$ cat config.mk
export PLATFORM = sky130hd
export DESIGN_NAME = bcc_top
export DESIGN_NICKNAME = d
export VERILOG_FILES = /design/src/hdl/bcc_pkg.sv /design/src/hdl/bcc_grant_if.sv /design/src/hdl/bcc_grant_timer.sv /design/src/hdl/bcc_top.sv
export SDC_FILE = /design/constraint.sdc
export NUM_CORES = 1
export LEC_CHECK = 0
export BUFFER_PORTS_ARGS = -buffer_cell sky130_fd_sc_hd__buf_4
export CAP_MARGIN = 20
export CELL_PAD_IN_SITES_DETAIL_PLACEMENT = 1
export CELL_PAD_IN_SITES_GLOBAL_PLACEMENT = 2
export CORE_ASPECT_RATIO = 0.7
export CORE_MARGIN = 2
export CORE_UTILIZATION = 30
export DETAILED_ROUTE_END_ITERATION = 10
export HOLD_SLACK_MARGIN = 0.15
export PLACE_DENSITY = 0.79
export SLEW_MARGIN = 20
export SYNTH_ARGS = -nofsm -noshare
export SYNTH_HDL_FRONTEND = slang
export SYNTH_SLANG_ARGS = --single-unit
export TNS_END_PERCENT = 10
$ cat constraint.sdc
create_clock -name CLK_I -period 1.4 [get_ports CLK_I]
set_clock_uncertainty 0.15 [all_clocks]
set_input_delay 0.28 -clock CLK_I [delete_from_list [all_inputs] [get_ports CLK_I]]
set_output_delay 0.28 -clock CLK_I [all_outputs]
set_load 0.01 [all_outputs]
$ cat src/hdl/bcc_pkg.sv
// Package with status codes, states and timing constants
package bcc_pkg;

  localparam int unsigned CLK_HZ       = 10_000_000;
  localparam int unsigned GRANT_MIN_NS = 110;
  localparam int unsigned GRANT_MAX_NS = 250;
  // Least time rounds up, longest rounds down, never below one cycle
  localparam int unsigned GRANT_MIN_RAW = (GRANT_MIN_NS * (CLK_HZ / 1_000_000) + 999) / 1000;
  localparam int unsigned GRANT_MAX_RAW = (GRANT_MAX_NS * (CLK_HZ / 1_000_000)) / 1000;
  localparam int unsigned GRANT_CYC     = (GRANT_MIN_RAW < 1) ? 1 : GRANT_MIN_RAW;
  localparam int unsigned SYNC_STAGES   = 2;
  // Pin synchroniser already spends part of the least delay; count only the rest
  localparam int unsigned GRANT_EXTRA   = (GRANT_CYC > SYNC_STAGES) ? GRANT_CYC - SYNC_STAGES : 0;
  localparam logic [1:0]  GRANT_CNT_MAX = 2'(GRANT_EXTRA);

  typedef enum logic [2:0] {
    ST_IRQ_ACK  = 3'h0,
    ST_IO_READ  = 3'h1,
    ST_IO_WRITE = 3'h2,
    ST_HALT     = 3'h3,
    ST_CODE     = 3'h4,
    ST_MEM_READ = 3'h5,
    ST_MEM_WRT  = 3'h6,
    ST_PASSIVE  = 3'h7
  } bcc_status_t;

  // Machine cycle phases, Gray coded along the path
  typedef enum logic [1:0] {
    PH_IDLE  = 2'b00,
    PH_ADDR  = 2'b01,
    PH_CMD   = 2'b11,
    PH_LATE  = 2'b10
  } bcc_phase_t;

  localparam logic [2:0] STATUS_RESET = 3'h7;

endpackage

$ cat src/hdl/bcc_grant_if.sv
// Interface carrying the bus grant qualification between modules
`timescale 1ns/1ps
interface bcc_grant_if;
  logic grant_req;
  logic grant_ok;
  modport timer (input grant_req, output grant_ok);
  modport user  (output grant_req, input grant_ok);
endinterface

$ cat src/hdl/bcc_grant_timer.sv
// Delay from bus grant low to command enable
`timescale 1ns/1ps
module bcc_grant_timer (
  // Clock and reset
  input  wire logic     clk,
  input  wire logic     rst_n,
  // Grant handshake
  bcc_grant_if.timer    gi
);

  logic [1:0] count;

  wire count_done = (count == bcc_pkg::GRANT_CNT_MAX);

  // Enable after the least delay, drop at once on release
  always_ff @(posedge clk or negedge rst_n) begin
    if (!rst_n) begin
      count <= 2'h0;
    end else if (!gi.grant_req) begin
      count <= 2'h0;
    end else if (!count_done) begin
      count <= count + 2'h1;
    end
  end

  // No extra register: a late enable would break the longest delay
  assign gi.grant_ok = count_done & gi.grant_req;

endmodule

$ cat src/hdl/bcc_top.sv
// Bus command controller: status decode into command and control strobes
`timescale 1ns/1ps
// Functional notes
// Decode status, clocked command and control timing
// Passive code keeps all commands high
// Status code selects command per decode table
// Address strobe high once per machine cycle
// Address strobe latches status for halt
// Data enable high enables data transceivers
// Direction high on writes, low on reads
// Commands enabled 110 to 250 ns after grant
// Grant release tri-states commands at once
// IO mode: grant ignored for IO commands
// System mode: commands wait for grant
// Qualifier low forces commands and enables inactive
// Strap high IO mode, low system mode
// IO mode: IO commands start immediately
// Early IO write timed like read
// Early memory write timed like read
// IO write strobe active low
// IO read strobe active low
// Memory write strobe active low
// Memory read strobe active low
// Interrupt acknowledge strobe active low
// System mode: cascade enable high in interrupts
// IO mode: peripheral enable active low
// Passive code returns sequencing to idle
module bcc_top (
  // Clock and reset
  input  wire logic       CLK_I,
  input  wire logic       RST_N_I,
  // Processor status
  input  wire logic [2:0] CPU_STATUS_CODE_I,
  // Arbitration and qualifiers
  input  wire logic       BUS_GRANT_N_I,
  input  wire logic       COMMAND_QUALIFIER_I,
  input  wire logic       IO_BUS_MODE_STRAP_I,
  // Command strobes and the output enables of their three-state drivers
  output logic            MEM_READ_N_O,
  output logic            MEM_WRITE_N_O,
  output logic            EARLY_MEM_WRITE_N_O,
  output logic            IO_READ_N_O,
  output logic            IO_WRITE_N_O,
  output logic            EARLY_IO_WRITE_N_O,
  output logic            IRQ_ACK_N_O,
  output logic            MEM_CMD_OE_O,
  output logic            IO_CMD_OE_O,
  // Control outputs
  output logic            ADDR_STROBE_O,
  output logic            XCVR_ENABLE_O,
  output logic            XFER_DIRECTION_O,
  output logic            CASCADE_PERIPH_O
);

  // Two-flop synchronisers for all pin inputs
  logic [2:0] status_meta;
  logic [2:0] status_sync;
  logic [2:0] misc_meta;
  logic [2:0] misc_sync;

  always_ff @(posedge CLK_I or negedge RST_N_I) begin
    if (!RST_N_I) begin
      status_meta <= bcc_pkg::STATUS_RESET;
      status_sync <= bcc_pkg::STATUS_RESET;
      misc_meta   <= 3'h3;
      misc_sync   <= 3'h3;
    end else begin
      status_meta <= CPU_STATUS_CODE_I;
      status_sync <= status_meta;
      misc_meta   <= {IO_BUS_MODE_STRAP_I, COMMAND_QUALIFIER_I, BUS_GRANT_N_I};
      misc_sync   <= misc_meta;
    end
  end

  wire grant_n   = misc_sync[0];
  wire qualifier = misc_sync[1];
  wire io_mode   = misc_sync[2];

  // Status seen last cycle, to find a new machine cycle
  logic [2:0] status_prev;
  always_ff @(posedge CLK_I or negedge RST_N_I) begin
    if (!RST_N_I) begin
      status_prev <= bcc_pkg::STATUS_RESET;
    end else begin
      status_prev <= status_sync;
    end
  end

  wire is_passive = (status_sync == bcc_pkg::ST_PASSIVE);
  wire cycle_start = (status_prev == bcc_pkg::ST_PASSIVE) && !is_passive;

  // Machine cycle sequencer
  bcc_pkg::bcc_phase_t phase;
  bcc_pkg::bcc_phase_t next_phase;
  logic [2:0]          cmd_code;
  logic [2:0]          next_cmd_code;

  always_comb begin
    next_phase    = phase;
    next_cmd_code = cmd_code;
    case (phase)
      bcc_pkg::PH_IDLE: begin
        if (cycle_start) begin
          next_phase    = bcc_pkg::PH_ADDR;
          next_cmd_code = status_sync;
        end
      end
      bcc_pkg::PH_ADDR: begin
        next_phase = bcc_pkg::PH_CMD;
      end
      bcc_pkg::PH_CMD: begin
        next_phase = bcc_pkg::PH_LATE;
      end
      bcc_pkg::PH_LATE: begin
        next_phase = bcc_pkg::PH_LATE;
      end
      default: begin
        next_phase = bcc_pkg::PH_IDLE;
      end
    endcase
    // Passive code ends the cycle; no reset pin on the real part
    if (is_passive) begin
      next_phase    = bcc_pkg::PH_IDLE;
      next_cmd_code = bcc_pkg::STATUS_RESET;
    end
  end

  always_ff @(posedge CLK_I or negedge RST_N_I) begin
    if (!RST_N_I) begin
      phase    <= bcc_pkg::PH_IDLE;
      cmd_code <= bcc_pkg::STATUS_RESET;
    end else begin
      phase    <= next_phase;
      cmd_code <= next_cmd_code;
    end
  end

  // Phase windows: early strobes from command phase, late ones one cycle on
  wire in_cmd   = (phase == bcc_pkg::PH_CMD) || (phase == bcc_pkg::PH_LATE);
  wire in_late  = (phase == bcc_pkg::PH_LATE);
  wire in_cycle = (phase != bcc_pkg::PH_IDLE);

  // Command decode from latched code
  wire dec_irq_ack_n  = (cmd_code == bcc_pkg::ST_IRQ_ACK);
  wire dec_ior   = (cmd_code == bcc_pkg::ST_IO_READ);
  wire dec_iow   = (cmd_code == bcc_pkg::ST_IO_WRITE);
  wire dec_mrd   = (cmd_code == bcc_pkg::ST_CODE) || (cmd_code == bcc_pkg::ST_MEM_READ);
  wire dec_mwr   = (cmd_code == bcc_pkg::ST_MEM_WRT);
  wire dec_halt  = (cmd_code == bcc_pkg::ST_HALT);
  wire dec_io    = dec_irq_ack_n | dec_ior | dec_iow;
  wire dec_write = dec_iow | dec_mwr;

  // Grant qualification through the delay timer
  bcc_grant_if gnt ();
  assign gnt.grant_req = !grant_n;

  bcc_grant_timer u_grant (
    .clk   (CLK_I),
    .rst_n (RST_N_I),
    .gi    (gnt)
  );

  // IO commands ignore grant in IO mode; all else waits for grant
  wire io_enabled  = io_mode | gnt.grant_ok;
  wire mem_enabled = gnt.grant_ok;

  // Next values of registered outputs
  wire cmd_go = qualifier && !is_passive && !dec_halt;

  wire next_mem_read   = !(cmd_go && in_cmd && dec_mrd && mem_enabled);
  wire next_mem_write  = !(cmd_go && in_late && dec_mwr && mem_enabled);
  wire next_emem_write = !(cmd_go && in_cmd && dec_mwr && mem_enabled);
  wire next_io_read    = !(cmd_go && in_cmd && dec_ior && io_enabled);
  wire next_io_write   = !(cmd_go && in_late && dec_iow && io_enabled);
  wire next_eio_write  = !(cmd_go && in_cmd && dec_iow && io_enabled);
  wire next_irq_ack    = !(cmd_go && in_cmd && dec_irq_ack_n && io_enabled);

  // Address strobe: one cycle high at start of each machine cycle
  wire next_addr_strobe = cycle_start;

  // Data enables: system enable unless IO mode owns the IO transfer
  wire xfer_active  = cmd_go && in_cmd && !dec_halt;
  wire io_on_periph = io_mode && dec_io;
  wire next_xcvr_en = xfer_active && !io_on_periph;
  wire next_dir     = in_cycle && dec_write;

  // Dual function pin; first acknowledge not masked here, left to board logic
  wire next_cascade = io_mode ? !(xfer_active && io_on_periph)
                              : (cmd_go && in_cycle && dec_irq_ack_n);

  always_ff @(posedge CLK_I or negedge RST_N_I) begin
    if (!RST_N_I) begin
      MEM_READ_N_O        <= 1'b1;
      MEM_WRITE_N_O       <= 1'b1;
      EARLY_MEM_WRITE_N_O <= 1'b1;
      IO_READ_N_O         <= 1'b1;
      IO_WRITE_N_O        <= 1'b1;
      EARLY_IO_WRITE_N_O  <= 1'b1;
      IRQ_ACK_N_O         <= 1'b1;
      ADDR_STROBE_O       <= 1'b0;
      XCVR_ENABLE_O       <= 1'b0;
      XFER_DIRECTION_O    <= 1'b0;
      CASCADE_PERIPH_O    <= 1'b0;
    end else begin
      MEM_READ_N_O        <= next_mem_read;
      MEM_WRITE_N_O       <= next_mem_write;
      EARLY_MEM_WRITE_N_O <= next_emem_write;
      IO_READ_N_O         <= next_io_read;
      IO_WRITE_N_O        <= next_io_write;
      EARLY_IO_WRITE_N_O  <= next_eio_write;
      IRQ_ACK_N_O         <= next_irq_ack;
      ADDR_STROBE_O       <= next_addr_strobe;
      XCVR_ENABLE_O       <= next_xcvr_en;
      XFER_DIRECTION_O    <= next_dir;
      CASCADE_PERIPH_O    <= next_cascade;
    end
  end

  // Output enables for the three-state command drivers
  assign MEM_CMD_OE_O = mem_enabled;
  assign IO_CMD_OE_O  = io_enabled;

endmodule

==> impl_metrics.toml, run 1 <==
[timing]
period_minus_slack_ps = 1840
rsz0062_at_grt = "yes"
min_period_over_period_pct = 132
hold_viol = 0
slew_viol_final = 0
tightest_slew_ps = 400
setup_viol = 10
timing.fmax_mhz = 543
slew_headroom_pct = 73.4
setup_slack_ps = -442

[route]
num_vias = 787
drt-initial-drc-count = 17
drc = 0
post_drt_via_cell_ratio = 4.30
totalWireLength_um = 2460
drt-pass1-iter-count = 2
routedWlPerCell_um = 13.5
ant_nets = 0

[clock_network]
clk_latency_ps = 280
clock-sinks = 33
cts_max_level = 2
cts_tree = "yes"
cts_buffers = 5
clkTransAtPathRegs_ps = 60
cts_root_buffer = "clkbuf_8"
cts.path.max_buffers = 2

[logic_synthesis]
netlist_instances = 84
ys_seq_area_share_pct = 73.6
synth_area_um2 = 1160
synthesis.nets = 93
ys_types = 26
ys_async_sr_fraction_pct = 100
syn_area_per_cell_um2 = 13.8
synth_edf_count = 0
synth-main-ff-cell = "dfstp_2"
synth_top_area_cell = "dfstp_2"
synth.area.top_cells = "dfstp_2 (52%), dfrtp_1 (22%), nor2_1 (3.6%)"
ys_warn_count = 0
synthMostInstantiatedCell = "dfstp_2"
synth_common_cells = "dfstp_2 (23), nor2_1 (11), dfrtp_1 (10)"
ys_ff_latch = 33
netlist.area_leader.share_pct = 52.0

[power]
cellPowerDensity_nw_per_um2 = 1290
peakVddDrop_v = 0.00110
p_leak_nw = 0.777

[floorplan]
ios = 21
rows = 18
floorplan.initialDensity_pct = 32.0
die-area_um2 = 4390
die_h_um = 56.1
die-width_um = 78.4
coreArea_um2 = 3630

[critical_path]
critPathKind = "reg2out"
crit_path_end_kind = "primary output"
cp.arrival_ps = 1410
crit_path_start_kind = "flop"
required_ps = 970
critical_path_peak_fanout = 3

[global_routing]
grt_antenna_before_repair = 0
grt_pass1_vias = 884
gr-total-overflow = 0
grt_max_degree = 34
grt.total_usage_pct = 12.3
grt_pass1_wl_um = 4060

[layout]
syn_to_final_growth_pct = 47.2
finalInstanceArea_um2 = 1710
diodes = 0
drive_gt1_share_pct = 60.2
nets = 141

[placed_design]
io_buffers = 20
place_area_um2 = 1460
hpwl_um = 1690
gp_congestion = 0.738
dp_slack_ps = -199

[run]
maxCapViolCount = 0

[run_status]
status = "finished with violations"
violations = "setup timing"

[hold_path]
hp-class = "reg2reg"
==> critical path: stages, from the launching register on <==
cell     delay (ps)
dfrtp_1         360
inv_2            50
ha_4            150
and2b_2         210
or2_4           230
buf_6           120
==> power breakdown <==
part	leakage (nW)	internal [W]	switching, W
Sequential	0.371	0.00108	0.0000985
Combinational	0.361	0.000181	0.000169
Clock	0.0450	0.000344	0.000326
Total	0.777	0.00161	0.000594
==> path summary, 6_finish.rpt <==
path	start	to	slack, ps	cells after the start
worst max register to register	u_grant.count[1]	IO_READ_N_O	-360	7
min in group asynchronous	RST_N_I	phase[1]	330	2
max in group asynchronous	RST_N_I	status_prev[0]	440	2
worst min-delay path	misc_meta[2]	misc_sync[2]	200	0
worst min register to register	misc_meta[2]	misc_sync[2]	200	0
worst max-delay path	u_grant.count[1]	IO_CMD_OE_O	-440	5
==> timing repair <==
item,CTS,global route
endpoints found under the setup margin,13,13
pin swaps,2,2
hold buffers,7,0
buffers inserted,3,2
hold endpoints to repair,39,0
resized for setup,9,4
==> registers in the layout (all words and copies together), names as in the netlist, 2 cells and up <==
register,cells
cmd_code,3
misc_meta,3
misc_sync,3
phase,2
status_meta,3
status_prev,3
status_sync,3
u_grant.count,2
==> logic make-up after synthesis <==
family	Yosys count	share of synthesized area [%]
DFF	33	73.6
and+or+nand+nor	32	14.5
buffers and inverters	8	3.23
AOI/OAI and AO/OA	5	3.34
muxes	4	3.45
xor gates and xnor gates	1	0.754
adders and majority gates	1	1.08
==> cell usage in the layout (no fill, tap or decap), types with 2 or more instances in the layout <==
cell type | netlist | routed
inv_2 | 0 | 2
nand2_1 | 3 | 3
buf_6 | 1 | 3
or2_4 | 0 | 2
dfrtp_1 | 10 | 10
clkbuf_8 | 0 | 5
dfstp_2 | 23 | 23
dlygate4sd3_1 | 0 | 7
buf_4 | 0 | 33
nor2_1 | 11 | 11
mux2i_1 | 4 | 4
inv_1 | 6 | 4
clkinv_2 | 0 | 2
nor3_1 | 3 | 2
nand2b_1 | 3 | 3
==> stage by stage <==
stage / hold WS, ps / setup TNS (ps) / total power (W) / instances / utilization (%)
after global placement: 77.9 / -515 / 0.00148 / 163 / 40.4
after floorplan: -166 / -163 / 0.00131 / 84 / -
after global routing: 210 / -2860 / 0.00234 / 183 / 47.1
after detailed placement: 92.2 / -1200 / 0.00150 / 163 / 40.4
after CTS: 207 / -1840 / 0.00223 / 181 / 46.2
final: 203 / -2270 / 0.00220 / 183 / 47.1
==> routing by layer <==
layer / up-vias / wire length, um / GRT usage [%]
li1: 370 / - / -
met4: 0 / 21 / 4.51
met2: 23 / 1240 / 20.3
met3: 2 / 138 / 5.68
met5: - / 0 / 0
met1: 392 / 1070 / 13.9
==> final cells by class <==
| type | count | area [um^2] |
|---|---|---|
| inverter | 6 | 22.5 |
| tap | 50 | 62.6 |
| clock inverter | 2 | 10.0 |
| fill | 385 | 1920 |
| multi-input combinational | 43 | 335 |
| clock buffer | 6 | 72.6 |
| timing repair buffer | 43 | 352 |
| sequential | 33 | 855 |
No activity file was read; power rests on OpenSTA's default activity.
==> run 2, diff against run 1 <==
Settings changed: CORE_UTILIZATION 30 to 32, MAX_ROUTING_LAYER set to met4, PLACE_DENSITY 0.79 to 0.83.
==> impl_metrics.toml, run 2 (synthesis results as in run 1) <==
[run_status]
status = "finished with violations"
violations = "setup timing"

[critical_path]
slowest_stage = "dfrtp_1"
critical_path_peak_fanout = 3
max_stage_delay_ps = 360
required_ps = 970
path_cells = "inv_2 > ha_4 > and2b_2 > or2_4 > buf_6"
critPathKind = "reg2out"
cp.arrival_ps = 1390
crit_path_end_kind = "primary output"
crit_path_start_kind = "flop"

[floorplan]
die-area_um2 = 4130
coreArea_um2 = 3490
die-width_um = 76.0
ios = 21
die_h_um = 54.4
rows = 18
floorplan.initialDensity_pct = 33.3

[timing]
hold_viol = 0
setup_viol = 8
period_minus_slack_ps = 1820
min_period_over_period_pct = 130
slew_headroom_pct = 72.8
setup_slack_ps = -421
tightest_slew_ps = 408
rsz0062_at_grt = "yes"
timing.fmax_mhz = 549
slew_viol_final = 0

[clock_network]
cts_buffers = 5
clock-sinks = 33
cts.path.max_buffers = 2
clk_latency_ps = 280
cts_max_level = 2
cts_root_buffer = "clkbuf_8"
cts_tree = "yes"
clkTransAtPathRegs_ps = 70

[layout]
final_util_pct = 48.1
drive_gt1_share_pct = 58.9
final_common_cell = "buf_4"
diodes = 0
final_cell_mix = "buf_4 (29), dfstp_2 (23), nor2_1 (11)"
syn_to_final_growth_pct = 44.6
nFillCells = 377
nets = 137
seq_area_um2 = 855
multiInputGateArea_um2 = 335

[global_routing]
grt.total_usage_pct = 12.8
grtUsageMet3_pct = 4.79
use_met1_pct = 14.4
busiest_layer = "met2"
gr-total-overflow = 0
grt_max_degree = 34
grt_pass1_vias = 776
grt_pass1_wl_um = 3680
use_met2_pct = 21.0
grt_antenna_before_repair = 0

[placed_design]
gp_congestion = 0.755
hpwl_um = 1530
io_buffers = 20

[route]
drt-initial-drc-count = 14
drt-pass1-iter-count = 4
post_drt_via_cell_ratio = 4.30
num_vias = 769
totalWireLength_um = 2290
ant_nets = 0
drc = 0
routedWlPerCell_um = 12.8

[run]
maxCapViolCount = 0

[power]
totalPowerFinal_w = 0.00220
cellPowerDensity_nw_per_um2 = 1310
p_leak_nw = 0.757
peakVddDrop_v = 0.000607

[hold_path]
hp-class = "reg2reg"
[run 2: through the flow]
step           TNS [ps]  std cells  hold slack, ps  area (um^2)  worst slack (ps)
2_1_floorplan      -163         84            -166         1180             -73.9
3_3_place_gp       -500        162            75.9         1460              -133
3_5_place_dp       -590        162            86.8         1460              -150
4_1_cts           -1620        179             209         1660              -438
5_1_grt           -2410        179             212         1680              -481
6_report          -1630        179             208         1680              -421
[run 2: final cells by class]
cell class              instances  share of cell area [%]
clock buffers                   6                    4.32
clock inverters                 2                   0.596
inverters                       6                    1.34
multi-input cells              43                    20.0
flip-flops and latches         33                    50.9
well taps                      50                    3.73
repair buffers                 39                    19.2
[run 2: critical path, delay by kind of cell (launching register included)]
kind	cells	cell delay (ps)
flip-flops	1	360
buffers and inverters	2	170
adder cells (fa/ha/maj)	1	150
AND/OR/NAND/NOR	2	440
[run 2: metal layers]
metal	share of wire (%)	up-vias
met5	0	-
met4	0.74	0
met3	6.3	2
met2	47	29
met1	45	377
li1	-	361
[run 2: path summary, 6_finish.rpt]
check	slack, ps	cells after the start	to	startpoint
hold / removal	210	0	status_sync[0]	status_meta[0]
max in group asynchronous	440	2	misc_sync[0]	RST_N_I
setup reg to reg	-250	6	IO_READ_N_O	u_grant.count[0]
setup / recovery	-420	5	IO_CMD_OE_O	u_grant.count[0]
min in group asynchronous	320	2	ADDR_STROBE_O	RST_N_I
hold reg to reg	210	0	status_sync[0]	status_meta[0]
[run 2: timing repair]
action / CTS / global route
buffers inserted: 2 / 0
setup endpoints to repair: 13 / 13
hold buffers: 7 / 0
endpoints found under the hold margin: 39 / 0
gates resized for setup: 9 / 4
pin swaps: 1 / 0
[run 2: report_power, final]
| group | leakage (nW) | total [W] | internal, W | switching, W |
|---|---|---|---|---|
| clock | 0.0450 | 0.000674 | 0.000344 | 0.000330 |
| combinational | 0.341 | 0.000348 | 0.000180 | 0.000169 |
| sequential | 0.371 | 0.00118 | 0.00108 | 0.0000953 |
==> run 3, diff against run 2 <==
Settings changed: SETUP_SLACK_MARGIN set to 0.3, SKIP_CTS_REPAIR_TIMING set to 1.
==> impl_metrics.toml, run 3 (synthesis results as in run 1) <==
[route]
totalWireLength_um = 2260
routedWlPerCell_um = 12.6
num_vias = 766
post_drt_via_cell_ratio = 4.28
ant_nets = 0
drc = 0
drt-pass1-iter-count = 4
drt-initial-drc-count = 12

[layout]
final_cell_mix = "dfstp_2 (23), buf_4 (19), buf_6 (13)"
syn_to_final_growth_pct = 47.8
nFillCells = 369
final_util_pct = 49.2
diodes = 0
nets = 137
drive_gt1_share_pct = 58.9
finalNonFillerCells = 179
final_common_cell = "dfstp_2"

[floorplan]
die-area_um2 = 4130
coreArea_um2 = 3490
floorplan.initialDensity_pct = 33.3
die_h_um = 54.4
ios = 21
die-width_um = 76.0
rows = 18

[power]
cellPowerDensity_nw_per_um2 = 1290
p_leak_nw = 0.769
peakVddDrop_v = 0.000602

[hold_path]
min_to = "status_sync[0]"
hold_depth = 0
hp-start = "status_meta[0]"
hp-class = "reg2reg"

[timing]
period_minus_slack_ps = 1820
slew_viol_final = 0
timing.fmax_mhz = 548
rsz0062_at_grt = "yes"
min_period_over_period_pct = 130
setup_slack_ps = -424
hold_viol = 0
slew_headroom_pct = 73.0
setup_viol = 7
tightest_slew_ps = 405

[critical_path]
ff2ff_path_depth = 6
crit_path_end_kind = "primary output"
worstReg2RegStart = "u_grant.count[1]"
critPathKind = "reg2out"
r2r_end = "IO_READ_N_O"
rrSetupSlack_ps = -230
critical_path_peak_fanout = 3
crit_path_start_kind = "flop"
required_ps = 970
cp.arrival_ps = 1390

[clock_network]
cts_root_buffer = "clkbuf_8"
clkTransAtPathRegs_ps = 70
cts.path.max_buffers = 2
cts_max_level = 2
clk_latency_ps = 280
cts_tree = "yes"
cts_buffers = 5
clock-sinks = 33

[global_routing]
grt_pass1_wl_um = 3370
grt.total_usage_pct = 11.8
grt_max_degree = 34
grt_pass1_vias = 717
gr-total-overflow = 0
grt_antenna_before_repair = 0

[placed_design]
hpwl_um = 1530
io_buffers = 20
gp_congestion = 0.755
dp.cells = 162

[run_status]
violations = "setup timing"
status = "finished with violations"

[run]
maxCapViolCount = 0
==> run 3: cell counts in the layout (fill, tap and decap cells not counted) <==
No cell type changed its count.
==> run 3: power breakdown <==
group,internal (W),total [W],switching [W]
Clock,0.000344,0.000676,0.000332
Combinational,0.000193,0.000360,0.000168
Sequential,0.00108,0.00119,0.000100
Total,0.00162,0.00222,0.000600
==> run 3: layout make-up <==
type | instances | area, um^2 | share of cell area [%]
multi-input combinational | 43 | 335 | 19.5
clock buffer | 6 | 72.6 | 4.23
inverter | 6 | 22.5 | 1.31
clock inverter | 2 | 10.0 | 0.583
tap | 50 | 62.6 | 3.64
timing repair buffer | 39 | 359 | 20.9
sequential | 33 | 855 | 49.8
==> run 3: metal layers <==
| metal | GRT usage (%) | up-vias | part of all wire, % |
|---|---|---|---|
| li1 | - | 363 | - |
| met1 | 13.4 | 374 | 46 |
| met2 | 18.3 | 27 | 48 |
| met3 | 4.95 | 2 | 6.0 |
| met4 | 6.36 | 0 | 0.75 |
| met5 | - | - | 0 |
==> run 3: worst max-delay path by stage <==
stage                                start          end  slack, ps
after floorplan           u_grant.count[0]  IO_READ_N_O        -70
after global placement        misc_sync[1]  IO_READ_N_O       -130
after detailed placement  u_grant.count[0]  IO_CMD_OE_O       -150
after CTS                 u_grant.count[0]  IO_CMD_OE_O       -470
after global routing      u_grant.count[0]  IO_CMD_OE_O       -480
final                     u_grant.count[0]  IO_CMD_OE_O       -420
==> run 3: stage by stage <==
step / setup WS, ps / TNS (ps) / power [W] / hold slack [ps] / instance area (um^2)
finish: -424 / -1560 / 0.00222 / 208 / 1720
global route: -480 / -2340 / 0.00235 / 212 / 1720
CTS: -467 / -1370 / 0.00217 / -219 / 1540
detailed placement: -150 / -590 / 0.00149 / 86.8 / 1460
global placement: -133 / -500 / 0.00148 / 75.9 / 1460
floorplan: -73.9 / -163 / 0.00131 / -166 / 1180
==> run 3: critical path, cell delays in order, from the launching register on <==
cell and delay, ps:
dfrtp_1 360, inv_2 50, ha_4 150, and2b_2 210, or2_4 230, buf_6 120
